**config.mk**
```make
export PLATFORM = sky130hd
export DESIGN_NAME = lvpc_config
export DESIGN_NICKNAME = d
export VERILOG_FILES = /design/src/logic/lvpc_pkg.sv /design/src/logic/lvpc_config.sv /design/src/logic/lvpc_sat_add.sv
export SDC_FILE = /design/constraint.sdc
export NUM_CORES = 1
export LEC_CHECK = 0
export ABC_AREA = 0
export BUFFER_PORTS_ARGS = -buffer_cell sky130_fd_sc_hd__buf_4
export CAP_MARGIN = 20
export CORE_MARGIN = 8
export CORE_UTILIZATION = 35
export DETAILED_ROUTE_END_ITERATION = 10
export GPL_TIMING_DRIVEN = 0
export HOLD_SLACK_MARGIN = 0.12
export SLEW_MARGIN = 20
export SYNTH_ARGS = -nofsm -noshare
export SYNTH_HDL_FRONTEND = slang
export SYNTH_SLANG_ARGS = --single-unit
```
**constraint.sdc**
```tcl
create_clock -name MCLK -period 8.2 [get_ports MCLK]
set_clock_uncertainty 0.05 [all_clocks]
set_input_delay 1.64 -clock MCLK [delete_from_list [all_inputs] [get_ports MCLK]]
set_output_delay 1.64 -clock MCLK [all_outputs]
set_load 0.02 [all_outputs]
```
**src/logic/lvpc_pkg.sv**
```systemverilog
package lvpc_pkg;

  // ******************************************************
  // Service codes of the request frame
  // ******************************************************
  localparam logic [7:0] LVPC_SVC_SLEEP = 8'h00;
  localparam logic [7:0] LVPC_SVC_RSVD_LO = 8'h01;
  localparam logic [7:0] LVPC_SVC_RSVD_HI = 8'h7f;
  localparam logic [7:0] LVPC_SVC_UPLOAD = 8'h80;

  // ******************************************************
  // Parameter group selectors
  // ******************************************************
  localparam logic [7:0] LVPC_SEL_GENERAL = 8'h00;
  localparam logic [7:0] LVPC_SEL_SPEED = 8'h01;
  localparam logic [7:0] LVPC_SEL_RESET_POS = 8'h02;
  localparam logic [7:0] LVPC_SEL_PARK = 8'h03;
  localparam int LVPC_NUM_GROUPS = 4;
  localparam int LVPC_SEL_W = 2;

  // ******************************************************
  // Data byte positions inside a group
  // ******************************************************
  localparam int LVPC_B_POS_LO = 0;
  localparam int LVPC_B_POS_HI = 1;
  localparam int LVPC_B_AUX_LO = 2;
  localparam int LVPC_B_AUX_HI = 3;
  localparam int LVPC_B_FREQ = 0;

  // ******************************************************
  // Position range, reset values and scaling
  // ******************************************************
  localparam logic signed [15:0] LVPC_POS_MIN = 16'shc000;
  localparam logic signed [15:0] LVPC_POS_MAX = 16'sh3fff;
  localparam logic [31:0] LVPC_PARAM_RESET = 32'h0000_0000;
  localparam logic [15:0] LVPC_FREQ_RES_HZ = 16'h000a;
  localparam logic [7:0] LVPC_AXIS_RSVD_LO = 8'h04;

  // ******************************************************
  // Frame carriers
  // ******************************************************
  typedef struct packed {
    logic [7:0] service;
    logic [7:0] node_id;
    logic [7:0] selector;
  } lvpc_req_t;

  typedef struct packed {
    logic [7:0] selector;
    logic [3:0][7:0] data;
  } lvpc_cfg_t;

  typedef struct packed {
    logic [7:0] service;
    logic [7:0] node_id;
    logic [7:0] axis;
    logic [7:0] selector;
    logic [3:0][7:0] data;
  } lvpc_resp_t;

  typedef enum logic {LVPC_ST_INIT, LVPC_ST_RUN} lvpc_mode_t;

endpackage

```
**src/logic/lvpc_config.sv**
```systemverilog
// Contract
// Selector 3 frame: bytes 0,1 are park position low, high.
// After reset, actual position loads the stored park position, no homing; reset here clears the stored groups, so park and actual both start at zero.
// Master sets each requested position to park before reset or power down.
// At-park flag is high whenever actual position equals park position.
// Selector 3 bytes 2,3 are a signed correction added to actual position.
// Selector 2 bytes 2,3 give reset value loaded on position-reset request.
// Respond only after an upload request carrying this node's identifier.
// Service 0x00 sleeps, 0x01 to 0x7F ignored, 0x80 requests upload.
// Response carries the current 8-bit node identifier.
// Response carries the current axis configuration code.
// Response selector echoes the request selector.
// Response data bytes return the stored group in request layout.
// Selector 1 byte 0 is start/stop frequency code times fixed resolution.
// Positions are two's complement low/high pairs kept within range; only the correction sum is clamped, park and reset values load unchecked.
`timescale 1ns/1ps
module lvpc_config (
  // Clock, reset, enable
  input wire logic MCLK,
  input wire logic RESET_N,
  input wire logic CE,
  // Node identity
  input wire logic [7:0] NODE_ID,
  input wire logic [7:0] AXIS_CONFIG,
  // Broadcast configuration frame
  input wire logic CFG_VALID,
  input wire lvpc_pkg::lvpc_cfg_t CFG_FRAME,
  // Service request frame
  input wire logic REQ_VALID,
  input wire lvpc_pkg::lvpc_req_t REQ_FRAME,
  // Response slot header and response frame
  input wire logic RESP_SLOT,
  output logic RESP_VALID,
  output lvpc_pkg::lvpc_resp_t RESP_FRAME,
  // Motion side
  input wire logic POS_RESET_REQ,
  output logic signed [15:0] ACTUAL_POSITION,
  output logic signed [15:0] PARK_POSITION,
  output logic AT_PARK_FLAG,
  output logic [15:0] START_STOP_FREQUENCY,
  output logic SLEEP_PULSE,
  output logic UPLOAD_PENDING
);
  import lvpc_pkg::*;

  // ******************************************************
  // State
  // ******************************************************
  typedef struct packed {
    lvpc_mode_t mode;
    logic [LVPC_NUM_GROUPS-1:0][3:0][7:0] groups;
    logic signed [15:0] actual;
    logic at_park;
    logic armed;
    logic [LVPC_SEL_W-1:0] up_sel;
    logic resp_valid;
    lvpc_resp_t resp;
    logic sleep;
    logic [15:0] freq;
  } lvpc_state_t;

  lvpc_state_t st_reg;
  lvpc_state_t st_next;

  logic signed [15:0] park_cur;
  logic signed [15:0] corr_in;
  logic signed [15:0] corr_sum;
  logic signed [15:0] reset_val;
  logic cfg_sel_ok;
  logic req_sel_ok;
  logic [LVPC_SEL_W-1:0] cfg_idx;

  assign park_cur = {st_reg.groups[LVPC_SEL_PARK[LVPC_SEL_W-1:0]]
                     [LVPC_B_POS_HI],
                     st_reg.groups[LVPC_SEL_PARK[LVPC_SEL_W-1:0]]
                     [LVPC_B_POS_LO]};
  // Reset value pairing
  assign reset_val = {st_reg.groups[LVPC_SEL_RESET_POS[LVPC_SEL_W-1:0]]
                      [LVPC_B_AUX_HI],
                      st_reg.groups[LVPC_SEL_RESET_POS[LVPC_SEL_W-1:0]]
                      [LVPC_B_AUX_LO]};
  // Signed low/high pairing
  assign corr_in = {CFG_FRAME.data[LVPC_B_AUX_HI],
                    CFG_FRAME.data[LVPC_B_AUX_LO]};
  assign cfg_sel_ok = CFG_FRAME.selector <= LVPC_SEL_PARK;
  assign req_sel_ok = REQ_FRAME.selector <= LVPC_SEL_PARK;
  assign cfg_idx = CFG_FRAME.selector[LVPC_SEL_W-1:0];

  // Saturating correction
  lvpc_sat_add u_corr (
    .a(st_reg.actual),
    .b(corr_in),
    .sum(corr_sum)
  );

  // ******************************************************
  // Next state
  // ******************************************************
  always_comb begin
    st_next = st_reg;
    st_next.sleep = 1'b0;
    st_next.resp_valid = 1'b0;
    case (st_reg.mode)
      LVPC_ST_INIT: begin
        // Start at park
        st_next.actual = park_cur;
        st_next.mode = LVPC_ST_RUN;
      end
      LVPC_ST_RUN: begin
        if (CFG_VALID && cfg_sel_ok) begin
          // Store addressed group
          st_next.groups[cfg_idx] = CFG_FRAME.data;
          if (CFG_FRAME.selector == LVPC_SEL_PARK) begin
            // Apply correction
            st_next.actual = corr_sum;
          end
          if (CFG_FRAME.selector == LVPC_SEL_SPEED) begin
            // Scale frequency code
            st_next.freq = 16'(CFG_FRAME.data[LVPC_B_FREQ] *
                               LVPC_FREQ_RES_HZ);
          end
        end
        if (POS_RESET_REQ) begin
          // Position reset wins over correction
          st_next.actual = reset_val;
        end
        // Slot served first, so a same-cycle arm wins
        if (RESP_SLOT && st_reg.armed) begin
          // Answer once
          st_next.armed = 1'b0;
          st_next.resp_valid = 1'b1;
          st_next.resp.service = LVPC_SVC_UPLOAD;
          // Identifier
          st_next.resp.node_id = NODE_ID;
          // Axis code
          st_next.resp.axis = AXIS_CONFIG;
          // Echo selector
          st_next.resp.selector = 8'(st_reg.up_sel);
          // Stored group
          st_next.resp.data = st_reg.groups[st_reg.up_sel];
        end
        if (REQ_VALID) begin
          // Service decode
          if (REQ_FRAME.service == LVPC_SVC_SLEEP) begin
            st_next.sleep = 1'b1;
          end else if (REQ_FRAME.service == LVPC_SVC_UPLOAD &&
                       REQ_FRAME.node_id == NODE_ID && req_sel_ok) begin
            // Arm on own identifier
            st_next.armed = 1'b1;
            st_next.up_sel = REQ_FRAME.selector[LVPC_SEL_W-1:0];
          end
        end
      end
      default: begin
        st_next.mode = LVPC_ST_INIT;
      end
    endcase
    // Park comparison
    st_next.at_park = st_next.actual ==
      signed'({st_next.groups[LVPC_SEL_PARK[LVPC_SEL_W-1:0]][LVPC_B_POS_HI],
               st_next.groups[LVPC_SEL_PARK[LVPC_SEL_W-1:0]]
               [LVPC_B_POS_LO]});
  end

  // ******************************************************
  // Registers
  // ******************************************************
  always_ff @(posedge MCLK or negedge RESET_N) begin
    if (!RESET_N) begin
      st_reg <= '0;
      st_reg.mode <= LVPC_ST_INIT;
      st_reg.groups <= {LVPC_NUM_GROUPS{LVPC_PARAM_RESET}};
      // Park and actual both reset to zero
      st_reg.at_park <= 1'b1;
    end else if (CE) begin
      st_reg <= st_next;
    end
  end

  assign RESP_VALID = st_reg.resp_valid;
  assign RESP_FRAME = st_reg.resp;
  assign ACTUAL_POSITION = st_reg.actual;
  assign PARK_POSITION = park_cur;
  assign AT_PARK_FLAG = st_reg.at_park;
  assign START_STOP_FREQUENCY = st_reg.freq;
  assign SLEEP_PULSE = st_reg.sleep;
  assign UPLOAD_PENDING = st_reg.armed;
endmodule

```
**src/logic/lvpc_sat_add.sv**
```systemverilog
`timescale 1ns/1ps
module lvpc_sat_add (
  // Operands
  input wire logic signed [15:0] a,
  input wire logic signed [15:0] b,
  // Clamped sum
  output logic signed [15:0] sum
);
  import lvpc_pkg::*;

  logic signed [16:0] wide;

  always_comb begin
    wide = 17'(a) + 17'(b);
    if (wide > 17'(LVPC_POS_MAX)) begin
      sum = LVPC_POS_MAX;
    end else if (wide < 17'(LVPC_POS_MIN)) begin
      sum = LVPC_POS_MIN;
    end else begin
      sum = wide[15:0];
    end
  end

endmodule

```
==> reports/metrics.yaml <==
run_status:
  outcome: "completed"
power:
  combPwrFrac_pct: 15.5
  p_sw_mw: 0.7250
  p_per_area_mw_per_mm2: 182.4
  worst_ir_drop_vdd_uv: 140.4
  clock_power_share_pct: 42.9
  p_seq_share_pct: 41.6
  p_int_mw: 1.960
  swShare_pct: 27.00
  power_leakage_nw: 7.509
worst_setup_path:
  end_kind: "flip-flop"
  path_class: "in2reg"
  cp_max_fo: 10
  cp.arrival_ns: 5.36
  crit_path_start_kind: "input pin"
  required_ns: 8.60
timing:
  finalHoldViolations: 0
  max_freq_ghz: 0.2013
  tightest_slew_ns: 1.040
  fin_crit_ns: 4.967
  setup_tns_ns: 0
  rsz0062_at_grt: "false"
  max-slew-margin-rel_pct: 30.68
  setup_violations: 0
  period_share_pct: 60.58
  drv_slew: 0
yosys:
  synth_cells: 1055
  ys_seq_area_share_pct: 45.14
  synth_top_area_share_pct: 44.92
  ys_ff_latch: 213
  synthTopCellsByArea: "dfrtp_1 45%, mux2_2 14%, buf_4 7.1%"
  synth.most_common_cell: "dfrtp_1"
  synth_ff_type: "dfrtp_1"
  synth_area_per_cell_um2: 11.19
  synthDistinctLibCells: 67
  synthArstFlopShare_pct: 100.0
  yosys_warnings: 0
  syn_area_mm2: 0.01181
  synth_edf_count: 0
  synth_top_area_cell: "dfrtp_1"
  synth_commonest_cells: "212 x dfrtp_1, 151 x nand2_1, 149 x mux2_2, 112 x buf_4, 48 x a21oi_1"
worst_hold_path:
  hold_path.class: "reg2reg"
clock_tree:
  ctsResizeCount: 0
  hold_buffers: 0
  path_clk_slew_ns: 0.06
  cts_sinks: 213
  cts_htree_levels: 1
  clockBufferDepth: 3
  cts_tree: "done"
  cts_made_buffers: 26
  root_buffer: "clkbuf_16"
  worst_skew_pair.late_latency_ns: 0.54
  cts_setup_buffers: 0
routing:
  drc_errors: 0
  dr.pass1.iters: 6
  via_per_inst: 5.014
  ant_nets: 0
  routed_wl_um: 35540
  vias: 8769
  wire_per_inst_um: 20.32
  drtIter0Drc: 536
layout:
  syn_to_final_growth_pct: 24.65
  layout-drive-gt1-share_pct: 41.46
  largest_reg_flops: 99
  nFillCells: 3278
  multi_input_area_mm2: 0.005440
  fin_area_mm2: 0.01472
  regArea_mm2: 0.005331
  nets: 1400
floorplan:
  rows: 67
  initial_core_util_pct: 35.40
  die_area_mm2: 0.03988
  ios: 203
  fp.dieW_um: 199.7
  core_area_mm2: 0.03336
  die_h_um: 199.7
placement:
  place_area_mm2: 0.01386
  place_congestion: 0.8972
  numPortBuffers: 181
  hpwl_um: 27040
grt:
  grt_pass1_vias: 9199
  grt_pass1_wl_um: 55030
  gr-usage-all-layers_pct: 17.85
  antenna_found_initial: 1
  grt-ovfl-total: 0
  grt_max_degree: 94
flow_run:
  max_cap_violations: 0
==> cells by family after synthesis <==
logic type	count (synthesis)	synth area share, %
buf+inv	178	9.334
other cells	1	0.03175
compound gates	146	8.433
xor+xnor	33	2.447
fa+ha+maj	30	3.305
flops	213	45.14
simple gates	257	9.641
mux	197	21.67
==> power by group through the flow <==
| stage | logic, mW | registers [mW] | clock network [mW] |
|---|---|---|---|
| global route | 0.458 | 1.12 | 1.23 |
| CTS | 0.418 | 1.12 | 1.19 |
| detailed placement | 0.416 | 1.14 | 0 |
| global placement | 0.410 | 1.14 | 0 |
| finish | 0.417 | 1.12 | 1.15 |
| floorplan | 0.261 | 1.12 | 0 |
==> cells in the final DEF, fill, tap and decap left out, drive strengths merged, types with 11 or more instances in the layout <==
| cell | synthesis | routed |
|---|---|---|
| inv | 13 | 13 |
| dfrtp | 212 | 212 |
| buf | 122 | 305 |
| o21ai | 28 | 28 |
| mux2 | 149 | 149 |
| conb | 1 | 18 |
| ha | 28 | 28 |
| mux4 | 32 | 32 |
| nor2 | 35 | 35 |
| nand2 | 151 | 151 |
| clkbuf | 43 | 78 |
| nand3 | 12 | 12 |
| a21oi | 50 | 50 |
| a21o | 12 | 12 |
| xnor2 | 19 | 19 |
| nand2b | 11 | 11 |
| xor2 | 14 | 14 |
| mux2i | 16 | 16 |
==> worst max-delay path, stage by stage <==
cell and delay (ns):
buf_4 0.11, ha_1 0.18, inv_1 0.06, fa_1 0.38, nand2b_1 0.19, a21oi_1 0.24
o21ai_1 0.19, a221oi_2 0.39, nand4bb_1 0.20, buf_2 0.24, a211oi_1 0.29, a21oi_1 0.07
a21oi_1 0.32, mux2_2 0.37, nand4b_1 0.20, o32ai_2 0.27
==> routing by layer <==
| layer | up-vias | share of wire, % | track usage, % | wire length [um] |
|---|---|---|---|---|
| li1 | 4076 | - | - | - |
| met1 | 4396 | 45 | 24.33 | 15870 |
| met2 | 255 | 47 | 29.18 | 16870 |
| met3 | 42 | 6.1 | 3.520 | 2174 |
| met4 | 0 | 1.7 | 3.678 | 618 |
| met5 | - | 0 | 0 | 0 |
==> stage by stage <==
stage	power, mW	std cells	hold slack (ns)	util [%]	worst slack [ns]
finish	2.685	1749	0.4192	44.12	3.233
global route	2.807	1749	0.4496	44.12	2.984
CTS	2.721	1748	0.4258	44.12	3.268
detailed placement	1.552	1703	0.4098	41.53	2.690
global placement	1.546	1701	0.4022	41.34	2.680
floorplan	1.377	1072	0.3859	-	3.500
==> final timing paths <==
path	cells past startpoint	slack, ns	to	startpoint
max	16	3.23	AT_PARK_FLAG	CFG_FRAME[16]
min	2	0.42	st_reg[163]	st_reg[163]
max reg2reg	15	3.90	AT_PARK_FLAG	ACTUAL_POSITION[0]
min reg2reg	2	0.42	st_reg[163]	st_reg[163]
max in group asynchronous	2	6.39	st_reg[170]	RESET_N
min in group asynchronous	1	0.93	RESP_FRAME[30]	RESET_N
==> cell type report <==
cell class / count / share of cell area [%]
Buffer: 165 / 7.156
Inverter: 13 / 0.3315
Multi-Input combinational cell: 681 / 36.95
Clock buffer: 35 / 5.057
Sequential cell: 213 / 36.21
Clock inverter: 10 / 0.8074
Tap cell: 448 / 3.808
Timing Repair Buffer: 183 / 9.655
Antenna cell: 1 / 0.01700
(Power assumes the default switching activity.)
